### config.mk
export PLATFORM = sky130hd
export DESIGN_NAME = rtc_alarm_periodic_control
export DESIGN_NICKNAME = d
export VERILOG_FILES = /design/src/shared/rtc_alarm_pkg.sv /design/src/verilog/rtc_alarm_periodic_control.sv /design/src/verilog/rtc_tick_gen.sv
export VERILOG_INCLUDE_DIRS = /design/src /design/src/shared
export SDC_FILE = /design/constraint.sdc
export NUM_CORES = 1
export LEC_CHECK = 0
export ABC_AREA = 1
export BUFFER_PORTS_ARGS = -buffer_cell sky130_fd_sc_hd__clkbuf_2
export CORE_ASPECT_RATIO = 1.5
export CORE_MARGIN = 2
export CORE_UTILIZATION = 49
export CTS_CLUSTER_DIAMETER = 50
export DETAILED_ROUTE_END_ITERATION = 10
export GPL_ROUTABILITY_DRIVEN = 0
export PLACE_DENSITY_LB_ADDON = 0.08
export SETUP_SLACK_MARGIN = 0.1
export SLEW_MARGIN = 5
export SYNTH_ARGS = -nofsm -noshare
export SYNTH_HDL_FRONTEND = slang
export SYNTH_SLANG_ARGS = --single-unit
export TNS_END_PERCENT = 20
### constraint.sdc
create_clock -name mclk_i -period 1.65 [get_ports mclk_i]
set_input_delay 0.2475 -clock mclk_i [delete_from_list [all_inputs] [get_ports mclk_i]]
set_output_delay 0.2475 -clock mclk_i [all_outputs]
set_load 0.05 [all_outputs]
### src/shared/rtc_alarm_params.svh
`ifndef RTC_ALARM_PARAMS_SVH
`define RTC_ALARM_PARAMS_SVH

`define IDX_TIME_FIRST   8'h70
`define IDX_TIME_LAST    8'h78
`define IDX_ALARM_HOUR   8'h77
`define IDX_ALARM_DAY    8'h78
`define IDX_MODE         8'h79
`define IDX_STATUS       8'h7A

`define MODE_TICK_BIT    0
`define MODE_ALARM_BIT   1
`define MODE_PAUSE_BIT   5
`define MODE_RAM_BIT     6
`define MODE_TIME_BIT    7
`define STAT_TICK_BIT    0
`define STAT_ALARM_BIT   1
`define STAT_VALID_BIT   7

`define MODE_IMPL_MASK   8'hE3
`define REG_RESET        8'h00

`define CLK_FREQ_HZ      50000000
`define TICK_PERIOD_S    1
`define TICK_CYCLES      (`CLK_FREQ_HZ * `TICK_PERIOD_S)

`endif

### src/shared/rtc_alarm_pkg.sv
package rtc_alarm_pkg;

  typedef struct packed {
    logic [5:0]  sec;
    logic [5:0]  min;
    logic [4:0]  hour;
    logic [11:0] day;
  } clock_time_t;

  typedef struct packed {
    logic       wr;
    logic       rd;
    logic [7:0] index;
    logic [7:0] wdata;
  } reg_req_t;

endpackage

### src/verilog/rtc_alarm_periodic_control.sv
// Overview of operation
// (RL1) alarm hour: five bits, upper bits zero
// (RL2) alarm day matches low five day bits
// (RL3) unused bits ignore writes, read zero
// (RL4) all four alarm fields match raises alarm
// (RL5) mode bit 1 enables alarm interrupt
// (RL6) alarm and tick share one interrupt
// (RL7) status bit 1 pending; write one clears
// (RL8) mode bit 0 gives one-second interrupt
// (RL9) status bit 0 pending; write one clears
// (RL10) valid cleared by power loss, software sets
// (RL11) mode bit 7 blocks time registers
// (RL12) mode bit 6 blocks backup ram
// (RL13) mode bit 5 freezes time counters
// (RL14) software pauses, writes time, then resumes
// (RL15) software keeps clock out of doze
// (RL16) implemented bits reset to zero
// (RL17) hour counter counts zero to twenty-three
// (RL18) day count is twelve bits
// (RL19) software uses indexed register port
// (RL20) alarm checked once per second tick
`timescale 1ns/1ns
`default_nettype none
`include "rtc_alarm_params.svh"

module rtc_alarm_periodic_control
  import rtc_alarm_pkg::*;
#(
  parameter int unsigned TICK_CYCLES = `TICK_CYCLES
) (
  input  wire logic                      mclk_i,
  input  wire logic                      rstn_i,
  input  wire rtc_alarm_pkg::reg_req_t   req_i,
  input  wire rtc_alarm_pkg::clock_time_t now_i,
  input  wire logic [5:0]                alarm_sec_i,
  input  wire logic [5:0]                alarm_min_i,
  input  wire logic                      standby_power_good_i,
  output logic [7:0]                     rdata_o,
  output logic                           clock_irq_out_o,
  output logic                           time_regs_access_n_o,
  output logic                           backup_ram_access_n_o,
  output logic                           time_regs_grant_o,
  output logic                           pause_o,
  output logic                           tick_o
);
  import rtc_alarm_pkg::*;

  logic [4:0] alarm_hour_field;
  logic [4:0] alarm_day_field;
  logic [7:0] mode;
  logic       alarm_pend;
  logic       tick_pend;
  logic       valid;
  logic       pg_meta;
  logic       pg_sync;
  logic       sec_tick;
  logic [4:0] next_alarm_hour_field;
  logic [4:0] next_alarm_day_field;
  logic [7:0] next_mode;
  logic       next_alarm_pend;
  logic       next_tick_pend;
  logic       next_valid;
  logic [7:0] next_rdata;
  logic       alarm_hit;
  logic       time_ok;
  logic       wr_mode;
  logic       wr_stat;

  function automatic logic hit(input logic [7:0] idx, input logic [7:0] want);
    hit = (idx == want);
  endfunction

  rtc_tick_gen #(
    .TICK_CYCLES (TICK_CYCLES)
  ) u_tick (
    .mclk_i  (mclk_i),
    .rstn_i  (rstn_i),
    .pause_i (mode[`MODE_PAUSE_BIT]),
    .tick_o  (sec_tick)
  );

  // time registers 70-78 reachable only while the gate bit is clear
  assign time_ok = !mode[`MODE_TIME_BIT]; // [RL11]
  assign wr_mode = req_i.wr && hit(req_i.index, `IDX_MODE);
  assign wr_stat = req_i.wr && hit(req_i.index, `IDX_STATUS);

  // compare only on the second tick so one match pends once
  assign alarm_hit = sec_tick && mode[`MODE_ALARM_BIT] // [RL4] [RL5] [RL20]
                     && now_i.sec == alarm_sec_i
                     && now_i.min == alarm_min_i
                     && now_i.hour == alarm_hour_field // [RL17]
                     && now_i.day[4:0] == alarm_day_field; // [RL2] [RL18]

  always_comb
  begin
    next_alarm_hour_field = alarm_hour_field;
    next_alarm_day_field  = alarm_day_field;
    next_mode             = mode;
    next_alarm_pend       = alarm_pend;
    next_tick_pend        = tick_pend;
    next_valid            = valid;
    if (req_i.wr && time_ok && hit(req_i.index, `IDX_ALARM_HOUR))
    begin
      next_alarm_hour_field = req_i.wdata[4:0]; // [RL1] [RL3]
    end
    if (req_i.wr && time_ok && hit(req_i.index, `IDX_ALARM_DAY))
    begin
      next_alarm_day_field = req_i.wdata[4:0]; // [RL2] [RL3]
    end
    if (wr_mode)
    begin
      next_mode = req_i.wdata & `MODE_IMPL_MASK; // [RL3]
    end
    if (wr_stat && req_i.wdata[`STAT_ALARM_BIT])
    begin
      next_alarm_pend = 1'b0; // [RL7]
    end
    if (wr_stat && req_i.wdata[`STAT_TICK_BIT])
    begin
      next_tick_pend = 1'b0; // [RL9]
    end
    if (wr_stat && req_i.wdata[`STAT_VALID_BIT])
    begin
      next_valid = 1'b1; // [RL10]
    end
    // new events win over a clear in the same cycle
    if (alarm_hit)
    begin
      next_alarm_pend = 1'b1; // [RL4]
    end
    if (sec_tick && mode[`MODE_TICK_BIT])
    begin
      next_tick_pend = 1'b1; // [RL8]
    end
    if (!pg_sync)
    begin
      next_valid = 1'b0; // [RL10]
    end
  end

  always_comb
  begin
    next_rdata = `REG_RESET;
    if (req_i.rd)
    begin
      case (req_i.index)
        `IDX_ALARM_HOUR:
        begin
          next_rdata = time_ok ? {3'h0, alarm_hour_field} : 8'h00; // [RL1] [RL11]
        end
        `IDX_ALARM_DAY:
        begin
          next_rdata = time_ok ? {3'h0, alarm_day_field} : 8'h00; // [RL3] [RL11]
        end
        `IDX_MODE:
        begin
          next_rdata = mode;
        end
        `IDX_STATUS:
        begin
          next_rdata = {valid, 5'h00, alarm_pend, tick_pend}; // [RL7] [RL9] [RL3]
        end
        default:
        begin
          next_rdata = 8'h00;
        end
      endcase
    end
  end

  always_ff @(posedge mclk_i)
  begin
    if (!rstn_i)
    begin
      alarm_hour_field      <= 5'h00; // [RL16]
      alarm_day_field       <= 5'h00;
      mode                  <= `REG_RESET;
      alarm_pend            <= 1'b0;
      tick_pend             <= 1'b0;
      valid                 <= 1'b0;
      pg_meta               <= 1'b0;
      pg_sync               <= 1'b0;
      rdata_o               <= 8'h00;
      clock_irq_out_o       <= 1'b0;
      time_regs_access_n_o  <= 1'b0;
      backup_ram_access_n_o <= 1'b0;
      time_regs_grant_o     <= 1'b0;
      pause_o               <= 1'b0;
      tick_o                <= 1'b0;
    end
    else
    begin
      alarm_hour_field      <= next_alarm_hour_field;
      alarm_day_field       <= next_alarm_day_field;
      mode                  <= next_mode;
      alarm_pend            <= next_alarm_pend;
      tick_pend             <= next_tick_pend;
      valid                 <= next_valid;
      pg_meta               <= standby_power_good_i;
      pg_sync               <= pg_meta;
      rdata_o               <= next_rdata;
      clock_irq_out_o       <= next_alarm_pend || next_tick_pend; // [RL6]
      time_regs_access_n_o  <= next_mode[`MODE_TIME_BIT]; // [RL11]
      backup_ram_access_n_o <= next_mode[`MODE_RAM_BIT]; // [RL12]
      time_regs_grant_o     <= req_i.index >= `IDX_TIME_FIRST
                               && req_i.index <= `IDX_TIME_LAST
                               && (req_i.wr || req_i.rd) && time_ok; // [RL11]
      pause_o               <= next_mode[`MODE_PAUSE_BIT]; // [RL13]
      tick_o                <= sec_tick;
    end
  end

  chk_irq_follows_pend: assert property (@(posedge mclk_i) disable iff (!rstn_i) // [RL6]
    ##1 (clock_irq_out_o == (alarm_pend || tick_pend)))
    else $error("interrupt does not follow pending flags");

  chk_alarm_clear: assert property (@(posedge mclk_i) disable iff (!rstn_i) // [RL7]
    (wr_stat && req_i.wdata[1] && !alarm_hit) |=> !alarm_pend)
    else $error("alarm pending not cleared");

  chk_tick_clear: assert property (@(posedge mclk_i) disable iff (!rstn_i) // [RL9]
    (wr_stat && req_i.wdata[0] && !(sec_tick && mode[0])) |=> !tick_pend)
    else $error("tick pending not cleared");

  chk_tick_set: assert property (@(posedge mclk_i) disable iff (!rstn_i) // [RL8]
    (sec_tick && mode[0]) |=> tick_pend ##1 clock_irq_out_o)
    else $error("tick did not raise interrupt");

  chk_alarm_gate: assert property (@(posedge mclk_i) disable iff (!rstn_i) // [RL5]
    (!alarm_pend && !mode[1] && !wr_mode) |=> !alarm_pend)
    else $error("alarm pended while disabled");

  chk_valid_loss: assert property (@(posedge mclk_i) disable iff (!rstn_i) // [RL10]
    (!standby_power_good_i ##1 !standby_power_good_i) |=> ##1 !valid)
    else $error("valid survived power loss");

  chk_mode_reserved: assert property (@(posedge mclk_i) disable iff (!rstn_i) // [RL3]
    mode[4:2] == 3'h0)
    else $error("reserved mode bits set");

  chk_pause_holds: assert property (@(posedge mclk_i) disable iff (!rstn_i) // [RL13]
    mode[5] |=> !sec_tick)
    else $error("tick while paused");

  chk_ram_gate: assert property (@(posedge mclk_i) disable iff (!rstn_i) // [RL12]
    wr_mode |=> (backup_ram_access_n_o == $past(req_i.wdata[`MODE_RAM_BIT])))
    else $error("ram gate does not follow mode write");

  chk_time_gate: assert property (@(posedge mclk_i) disable iff (!rstn_i) // [RL11]
    wr_mode |=> (time_regs_access_n_o == $past(req_i.wdata[`MODE_TIME_BIT])))
    else $error("time gate does not follow mode write");

  chk_pause_out: assert property (@(posedge mclk_i) disable iff (!rstn_i) // [RL13]
    wr_mode |=> (pause_o == $past(req_i.wdata[`MODE_PAUSE_BIT])))
    else $error("pause does not follow mode write");

  chk_hour_write: assert property (@(posedge mclk_i) disable iff (!rstn_i) // [RL1]
    (req_i.wr && !mode[`MODE_TIME_BIT] && req_i.index == `IDX_ALARM_HOUR)
    |=> (alarm_hour_field == $past(req_i.wdata[4:0])))
    else $error("alarm hour write lost");

  chk_hour_blocked: assert property (@(posedge mclk_i) disable iff (!rstn_i) // [RL11]
    (req_i.wr && mode[`MODE_TIME_BIT] && req_i.index == `IDX_ALARM_HOUR)
    |=> $stable(alarm_hour_field))
    else $error("blocked alarm hour write landed");

  chk_day_blocked: assert property (@(posedge mclk_i) disable iff (!rstn_i) // [RL11]
    (req_i.wr && mode[`MODE_TIME_BIT] && req_i.index == `IDX_ALARM_DAY)
    |=> $stable(alarm_day_field))
    else $error("blocked alarm day write landed");

  chk_time_block: assert property (@(posedge mclk_i) disable iff (!rstn_i) // [RL11]
    (req_i.rd && mode[`MODE_TIME_BIT] && (req_i.index == `IDX_ALARM_HOUR
     || req_i.index == `IDX_ALARM_DAY)) |=> (rdata_o == 8'h00))
    else $error("blocked alarm register read not zero");

  chk_hour_reserved: assert property (@(posedge mclk_i) disable iff (!rstn_i) // [RL1]
    (req_i.rd && req_i.index == `IDX_ALARM_HOUR) |=> (rdata_o[7:5] == 3'h0))
    else $error("alarm hour upper bits not zero");

  chk_day_reserved: assert property (@(posedge mclk_i) disable iff (!rstn_i) // [RL3]
    (req_i.rd && req_i.index == `IDX_ALARM_DAY) |=> (rdata_o[7:5] == 3'h0))
    else $error("alarm day upper bits not zero");

  chk_status_reserved: assert property (@(posedge mclk_i) disable iff (!rstn_i) // [RL3]
    (req_i.rd && req_i.index == `IDX_STATUS) |=> (rdata_o[6:2] == 5'h00))
    else $error("status reserved bits not zero");

  chk_valid_set: assert property (@(posedge mclk_i) disable iff (!rstn_i) // [RL10]
    (wr_stat && req_i.wdata[`STAT_VALID_BIT] && pg_sync) |=> valid)
    else $error("valid not set by software");

  chk_alarm_set: assert property (@(posedge mclk_i) disable iff (!rstn_i) // [RL4] [RL6]
    alarm_hit |=> (alarm_pend && clock_irq_out_o))
    else $error("alarm match did not raise interrupt");

  chk_alarm_on_tick: assert property (@(posedge mclk_i) disable iff (!rstn_i) // [RL20]
    (!sec_tick && !alarm_pend) |=> !alarm_pend)
    else $error("alarm pended between ticks");

  chk_tick_gate: assert property (@(posedge mclk_i) disable iff (!rstn_i) // [RL8]
    (!tick_pend && !mode[`MODE_TICK_BIT]) |=> !tick_pend)
    else $error("tick pended while disabled");

  cov_alarm: cover property (@(posedge mclk_i) disable iff (!rstn_i) alarm_hit);
  cov_tick: cover property (@(posedge mclk_i) disable iff (!rstn_i) sec_tick && mode[0]);
  cov_both: cover property (@(posedge mclk_i) disable iff (!rstn_i) alarm_pend && tick_pend);
  cov_pause_write: cover property (@(posedge mclk_i) disable iff (!rstn_i)
    wr_mode && req_i.wdata[`MODE_PAUSE_BIT]);
  cov_power_loss: cover property (@(posedge mclk_i) disable iff (!rstn_i) valid ##1 !valid);

endmodule
`default_nettype wire

### src/verilog/rtc_tick_gen.sv
`timescale 1ns/1ns
`default_nettype none
`include "rtc_alarm_params.svh"

module rtc_tick_gen #(
  parameter int unsigned TICK_CYCLES = `TICK_CYCLES
) (
  input  wire logic mclk_i,
  input  wire logic rstn_i,
  input  wire logic pause_i,
  output logic      tick_o
);

  logic [25:0] count;
  logic [25:0] next_count;
  logic        next_tick;

  // the divider holds its count while paused, so the second resumes where it stopped
  always_comb
  begin
    next_count = count;
    next_tick  = 1'b0;
    if (!pause_i)
    begin
      if (count == 26'(TICK_CYCLES - 1))
      begin
        next_count = 26'h0;
        next_tick  = 1'b1;
      end
      else
      begin
        next_count = count + 26'h1;
      end
    end
  end

  always_ff @(posedge mclk_i)
  begin
    if (!rstn_i)
    begin
      count  <= 26'h0;
      tick_o <= 1'b0;
    end
    else
    begin
      count  <= next_count;
      tick_o <= next_tick;
    end
  end

endmodule
`default_nettype wire
# Word-level counts from Yosys, hierarchy flattened
# Cells that the tools add are included.
totals:
  ff_bits: 61
  word_cells: 64
  out_inout_bits: 14
op_classes:
  addsub: 1
  n_mux: 10
  order_cmp: 2
  n_eq_ne: 9
  bitwise_logic: 1
  reduce_logical: 23
op_table:
  columns: ["operator", "count"]
  rows:
  - ["8-bit by 7-bit == test with 1-bit output, second input constant", 4]
  - ["8-bit case mux with 4 select lines", 1]
  - ["26-bit by 1-bit adder with 26-bit output, second input constant", 1]
  - ["26-bit == test, second input constant", 1]
  - ["26-bit two-way mux", 1]
  - ["1-bit logical AND", 17]
  - ["6-bit == test", 2]
  - ["5-bit == test", 2]
  - ["5-bit two-way mux", 2]
  - ["8-bit by 7-bit greater-or-equal comparator with 1-bit output, second input constant", 1]
  - ["8-bit by 7-bit <= comparator with 1-bit output, second input constant", 1]
  - ["8-bit two-way mux", 1]
  - ["1-bit two-way mux", 5]
  - ["2-bit AND reduction", 2]
  - ["1-bit logical OR", 2]
  - ["2-bit OR reduction", 1]
  - ["1-bit logical NOT", 1]
  - ["1-bit inverter", 1]

# Longest topological paths before layout
# Gate-level depths: netlist of run 1.
depth:
  depth_word: 7
  mapped_depth: 10
  ltp_nobuf: 10

# Hierarchy
# Synthesis of run 1 repeated with hierarchy kept, for this count alone.
hier_totals:
  cells_unflattened: 499
  area_unflattened_um2: 3230.6
modules_own_cells:
  columns: ["module", "n_inst", "cells_per_inst", "seq_area_each_um2", "area_each_um2"]
  rows:
  - ["rtc_alarm_periodic_control", 1, 279, 620.6, 1716.6]
  - ["rtc_tick_gen", 1, 220, 540.5, 1514.0]

# Worst setup path before layout of run 1
# OpenSTA, ideal clock, no wires.
synth_path:
  path_type: "register -> register"
  start: "register mode[5]"
  end: "register u_tick.count[15]"
  arrival_time_ns: 1.443
  period_less_slack_ns: 1.521
  path_slack_ns: 0.129
  setup_time_ns: 0.078
  path_stages_with_launch: 9
  cell_sequence: "dfxtp_1 > buf_6 > inv_1 > nand3_1 > nor3_1 > nand2_1 > nand2_1 > buf_6 > nor3_1"
synth_lines:
  columns: ["item", "line", "text"]
  rows:
  - ["from (decl)", "rtc_alarm_periodic_control.sv:50", "logic [7:0] mode;"]
  - ["from (signal assigned)", "rtc_alarm_periodic_control.sv:177", "mode <= `REG_RESET;"]
  - ["from (signal assigned)", "rtc_alarm_periodic_control.sv:195", "mode <= next_mode;"]
  - ["to (signal assigned)", "rtc_tick_gen.sv:46", "count <= next_count;"]
  - ["to (decl)", "rtc_tick_gen.sv:14", "logic [25:0] count;"]

# Final worst setup path of run 1
layout_path:
  start: "register u_tick.count[0]"
  end: "register u_tick.count[12]"
layout_via:
  elab_chain_len: 2
  elab_cells_between_ends: 3
  classes_between: "add/sub (1); eq/ne (1); mux (1)"
layout_rtl:
  columns: ["item", "line", "text"]
  rows:
  - ["26-bit by 1-bit adder with 26-bit output / 26-bit == test (equally long branches)", "rtc_tick_gen.sv:32, rtc_tick_gen.sv:25", null]
  - ["26-bit two-way mux *", "rtc_tick_gen.sv:25", "if (count == 26'(TICK_CYCLES - 1))"]
# Mark *: on every way between the ends. The rest lies on a longest branch, timed or not.
# A chain may end at the register's enable or synchronous reset.

==> metrics.txt, run 1 <==
status=complete, no violations; area leader, netlist=dfxtp_1; core area=6220 um^2; die width=69.7 um; worst skew pair latency=0.34 ns; remaining global-route overflow=0; hold_sp=standby_power_good_i; I/O pin count=76; Leak Pwr=1.80 nW; R2R setup slack=0.13 ns; largest net degree at the start of global routing=16; share of layout cells above drive strength 1=0.248; critical path peak fanout=3; most frequent cell after synthesis=nand2_1; Detailed Place HPWL=5830 um; post-synth top area share=0.367; crit path kind=reg2reg; I/O Buffers=68; Setup crit end kind=register; Die Y-Extent=102 um; Vias=3182; Setup TNS Final=0 ns; Final Max Tran Viols=0; row cnt=35; n_diodes=0; top cells by count, synth=126 x nand2_1, 79 x inv_1, 74 x nor2_1; Synth area leaders=dfxtp_1 37%, nand2_1 15%, inv_1 9.4%; min Tclk post-route=1.52 ns; CTS root buf=clkbuf_8; Placed Cells=630; synthesized cell area=3170 um^2; Filler Cell Count=609; Synth Flop Type=dfxtp_1; CP max-delay cell=dfxtp_2; Cell Pwr Density=738 nW/um^2; crit-path cells=ha_4 -> nand2_1 -> nor2_2 -> nand2_2 -> nor2_4 -> nand2_2 -> nor2_4 -> xor2_1 -> nor2_1; RSZ-0062 raised after global routing=yes; drt first pass iters=5; CP peak stage delay=0.37 ns; slew margin rel.=0.783; EDFF count, synth=0; Multi-input gate area=1710 um^2; Slew @ Worst Pin=0.324 ns; register area share after synthesis=0.367; Clock Path Buffers=2; clock sink total=58; Initial Utilization=0.509; vias in the first global route=2970; Post-DRT Antenna Nets=0; Non-Filler Instances=650; # hold bufs at CTS=0; Layout area overhead=23.1%; Hold WC Path Type=in2reg; Peak VDD IR=0.538 mV; fmax=658 MHz; first-pass GRT wire length=12700 um; FF/Latch Area=1160 um^2; DRC violations left=0; initial antenna violation count=0; R2R cell count=9; skew final=0.00898 ns; CTS tree=built; CTS buffer count=9; htree depth=3; CP startpoint kind=register; Avg Cell Area, Syn=6.52 um^2; hold endpoint=pg_meta$_SDFF_PN0_; final period utilization=0.921; syn nets=549; yosys warns=0; critical path arrival=1.75 ns; Seq cells post-synth=58; die area=7140 um^2; post-detailed-route wirelength per cell=11.9 um; reg-to-reg critical path endpoint=u_tick.count[12]$_SDFFE_PN0N_; worst hold stages=3; Final WS setup=0.130 ns; Final nets=634; fin util=0.627; Worst R2R Start=u_tick.count[0]$_SDFFE_PN0N_; dpl ws=0.134 ns; final WL=7710 um; post-synth cell types=33; Critical Path RT=1.88 ns; clock-pin transition on the worst setup and hold timing paths=0.06 ns; Fin. Hold Viols=0; Finish-stage setup viols=0; Global Route Usage Sum=0.225; max_cap viols=0; Syn Inst Count=486; Post-synth ARST share=0; Initial DRC Count=190; vias per cell=4.90
## cell usage in the layout (no fill, tap or decap), types with 2 or more instances in the layout
master,instances
buf_6,2
clkbuf_1,2
nor2_4,4
dfxtp_2,3
nor3_1,13
inv_1,79
buf_4,9
nand4_1,4
nand3_2,5
clkbuf_2,68
nand2_2,9
clkbuf_8,12
a21oi_1,24
xnor2_1,2
nor2_2,11
xor2_1,7
nand2_1,125
inv_2,2
nor3_4,3
o21ai_0,19
nor2_1,71
o22ai_1,4
nand3_1,19
nor3_2,8
dfxtp_1,55
clkinv_2,2
## worst max-delay path: cells and delay by family (launching register included)
family,cells,cell delay [ns]
xor gates and xnor gates,1,0.16
adders and majority gates,1,0.14
DFF,1,0.37
and+or+nand+nor,7,0.75
## repair_timing
| action | 4_1_cts | 5_1_grt |
|---|---|---|
| setup buffers | 0 | 4 |
| endpoints found under the setup margin | 0 | 19 |
| gates resized for setup | 0 | 20 |
## worst max-delay path by stage
stage | start | endpoint | cells past startpoint | slack (ns)
global route | u_tick.count[0]$_SDFFE_PN0N_ | u_tick.count[23]$_SDFFE_PN0N_ | 10 | 0.05
finish | u_tick.count[0]$_SDFFE_PN0N_ | u_tick.count[12]$_SDFFE_PN0N_ | 9 | 0.13
CTS | u_tick.count[1]$_SDFFE_PN0N_ | u_tick.count[16]$_SDFFE_PN0N_ | 9 | 0.12
global placement | u_tick.count[1]$_SDFFE_PN0N_ | u_tick.count[16]$_SDFFE_PN0N_ | 9 | 0.14
floorplan | mode[5]$_SDFFE_PN0P_ | u_tick.count[15]$_SDFFE_PN0N_ | 8 | 0.13
detailed placement | u_tick.count[1]$_SDFFE_PN0N_ | u_tick.count[16]$_SDFFE_PN0N_ | 9 | 0.13
## cell type report
type,instances,share of cell area
Multi-Input combinational cell,340,0.440
Sequential cell,58,0.299
Timing Repair Buffer,79,0.110
Inverter,83,0.0806
Clock buffer,14,0.0443
Tap cell,74,0.0237
Clock inverter,2,0.00257
## cells by family after synthesis
| kind of cell | count (synthesis) | share of synthesized area |
|---|---|---|
| AND/OR/NAND/NOR | 277 | 0.401 |
| buffers and inverters | 88 | 0.111 |
| AO/OA/AOI/OAI | 53 | 0.0920 |
| adder cells (fa/ha/maj) | 1 | 0.00395 |
| flip-flops | 58 | 0.367 |
| XOR/XNOR | 9 | 0.0249 |
## routing by layer
layer,global-route usage,wire length [um]
met5,0,0
met3,0.0385,294
met4,0.114,148
met1,0.225,3000
met2,0.445,4270
## registers in the layout (all words and copies together), names as in the netlist
name / flops
rdata_o: 8
mode: 4
u_tick.count: 26
alarm_pend: 1
alarm_hour_field: 5
tick_o: 1
pg_meta: 1
clock_irq_out_o: 1
tick_pend: 1
alarm_day_field: 5
time_regs_access_n_o: 1
valid: 1
pg_sync: 1
u_tick.tick_o: 1
time_regs_grant_o: 1
## through the flow
step / area, um^2 / total power, mW / hold WS [ns]
after floorplan: 3170 / 1.56 / 0.345
after global placement: 3610 / 1.67 / 0.398
after detailed placement: 3610 / 1.67 / 0.408
after CTS: 3790 / 2.89 / 0.123
after global routing: 3900 / 3.00 / 0.136
final: 3900 / 2.88 / 0.121
## power by group
| group | switching [mW] | leakage [nW] | internal [mW] |
|---|---|---|---|
| clock | 0.562 | 0.0965 | 0.664 |
| sequential | 0.00888 | 0.469 | 1.41 |
| combinational | 0.131 | 1.24 | 0.101 |
Note: power is estimated with default switching activity, not from simulation.
==> run 2: changes to the inputs <==
--- a/config.mk
+++ b/config.mk
@@ -15,6 +15,7 @@
 export DETAILED_ROUTE_END_ITERATION = 10
 export GPL_ROUTABILITY_DRIVEN = 0
 export PLACE_DENSITY_LB_ADDON = 0.08
+export REMOVE_ABC_BUFFERS = 1
 export SETUP_SLACK_MARGIN = 0.1
 export SLEW_MARGIN = 5
 export SYNTH_ARGS = -nofsm -noshare
==> run 2 against run 1 <==
Net effect:
- clock skew is 0.0018 ns higher
- critical path depth decreased by 7
- power rose by 7.7%
- global-route usage rose by 0.43 points
- sequential power about the same
- final area up 1.2%
- combinational power is 4% higher
- largest cell class unchanged
- largest power group is now clock
==> metrics.txt, run 2 (synthesis gave the netlist of run 1 again) <==
status=complete, no violations (unchanged); number of flip-flops in the largest register=26 (unchanged); Cell Pwr Density=786 nW/um^2 (was 738 nW/um^2); vias in the first global route=3024 (was 2970); Biggest register=u_tick.count (unchanged); post-detailed-route wirelength per cell=12.1 um (was 11.9 um); Final nets=633 (was 634); max_cap viols=0 (unchanged); initial antenna violation count=0 (unchanged); die area=7140 um^2 (unchanged); CTS tree=built (unchanged); Clock Path Buffers=2 (unchanged); Hold WC Path Type=in2reg (unchanged); clock-pin transition on the worst setup and hold timing paths=0.07 ns (was 0.06 ns); row cnt=35 (unchanged); largest net degree at the start of global routing=15 (was 16); R2R setup slack=0.16 ns (was 0.13 ns); # hold bufs at CTS=0 (unchanged); Layout area overhead=24.5% (was 23.1%); Setup crit end kind=primary output (was register); Global Route Usage Sum=0.230 (was 0.225); Non-Filler Instances=649 (was 650); Final Max Tran Viols=0 (unchanged); remaining global-route overflow=0 (unchanged); Vias=3184 (was 3182); first-pass GRT wire length=12800 um (was 12700 um); slew margin rel.=0.780 (was 0.783); total power=3.10 mW (was 2.88 mW); Detailed Place HPWL=6070 um (was 5830 um); htree depth=3 (unchanged); Leak Pwr=1.83 nW (was 1.80 nW); I/O Buffers=68 (unchanged); critical path arrival=1.27 ns (was 1.75 ns); worst skew pair latency=0.34 ns (about the same); Slew @ Worst Pin=0.326 ns (was 0.324 ns); Hold Slack=0.113 ns (was 0.121 ns); Initial DRC Count=148 (was 190); leading cell types in the layout, fill and taps excluded=122 x nand2_1, 79 x inv_1, 71 x nor2_1, 68 x clkbuf_2, 56 x dfxtp_1 (was 125 x nand2_1, 79 x inv_1, 71 x nor2_1, 68 x clkbuf_2, 55 x dfxtp_1); share of layout cells above drive strength 1=0.252 (was 0.248); CP max-delay cell=dfxtp_1 (was dfxtp_2); skew final=0.0108 ns (was 0.00898 ns); CTS root buf=clkbuf_8 (unchanged); drt first pass iters=4 (was 5); delay-heaviest family, CP=buffers and inverters (was simple AND/OR/NAND/NOR gates); Buf/Inv on CP=2 (was 0); I/O pin count=76 (unchanged); CP startpoint kind=register (unchanged); die width=69.7 um (unchanged); Post-DRT Antenna Nets=0 (unchanged); n_diodes=0 (unchanged); critical path peak fanout=7 (was 3); clock sink total=58 (unchanged); crit path kind=reg2out (was reg2reg); Largest regs=u_tick.count: 26 flops, rdata_o: 8 flops (unchanged); final WL=7840 um (was 7710 um); Die Y-Extent=102 um (unchanged); Placed Cells=631 (was 630); most common cell after layout, fill and taps aside=nand2_1 (unchanged); Critical Path RT=1.40 ns (was 1.88 ns); fmax=659 MHz (was 658 MHz); Initial Utilization=0.509 (unchanged); Peak VDD IR=0.548 mV (was 0.538 mV); core area=6220 um^2 (unchanged); vias per cell=4.91 (was 4.90); DRC violations left=0 (unchanged); Finish-stage setup viols=0 (unchanged); RSZ-0062 raised after global routing=yes (unchanged); Fin. Hold Viols=0 (unchanged); min Tclk post-route=1.52 ns (about the same); final period utilization=0.920 (was 0.921); CTS buffer count=9 (unchanged); crit-path cells=buf_4 -> clkbuf_2 (was ha_4 -> nand2_1 -> nor2_2 -> nand2_2 -> nor2_4 -> nand2_2 -> nor2_4 -> xor2_1 -> nor2_1); CP peak stage delay=0.41 ns (was 0.37 ns)
[run 2: worst paths after layout]
| path | startpoint | end | depth (start not counted) |
|---|---|---|---|
| worst max register to register | u_tick.count[1]$_SDFFE_PN0N_ | u_tick.count[20]$_SDFFE_PN0N_ | 10 |
| worst min register to register | pg_meta$_SDFF_PN0_ | pg_sync$_SDFF_PN0_ | 2 |
| worst max-delay path | mode[5]$_SDFFE_PN0P_ | pause_o | 2 |
| worst min-delay path | standby_power_good_i | pg_meta$_SDFF_PN0_ | 3 |
[run 2: worst register-to-register path: stages, from the launching register on]
cell	delay [ns]
dfxtp_2	0.36
ha_4	0.14
nand2_2	0.08
nor2_4	0.14
nand2_4	0.10
nor3_2	0.11
nand2_1	0.10
nand2_2	0.11
inv_2	0.11
nand2_1	0.08
nor2_1	0.04
[run 2: metrics by stage]
step	cell area [um^2]	setup slack [ns]	util	TNS [ns]
CTS	3840	0.0822	0.618	0
floorplan	3130	-0.301	-	-3.84
detailed placement	3620	0.0849	0.582	0
global route	3950	0.0800	0.634	0
finish	3950	0.132	0.634	0
global placement	3620	0.0985	0.582	0
[run 2: final cells by class]
cell class / count / area (um^2)
clock buffers: 11 / 141
multi-input cells: 340 / 1740
flip-flops and latches: 58 / 1160
well taps: 74 / 92.6
inverters: 83 / 312
clock inverters: 5 / 77.6
repair buffers: 78 / 423
fillers: 611 / 2270
[run 2: metal layers]
layer / track usage / part of all wire / vias up
met5: 0 / 0 / -
li1: - / - / 1675
met4: 0.0991 / 0.020 / 0
met3: 0.0602 / 0.053 / 14
met2: 0.456 / 0.56 / 76
met1: 0.221 / 0.37 / 1419
[run 2: power by group]
group	switching (mW)	internal [mW]
registers	0.00913	1.41
clock network	0.553	0.886
logic	0.136	0.105
total	0.698	2.40
[run 2: what timing repair did]
item / in CTS / in global routing
gates resized for setup: 1 / 22
endpoints found under the setup margin: 9 / 19
buffers inserted: 0 / 2
pin swaps: 0 / 10
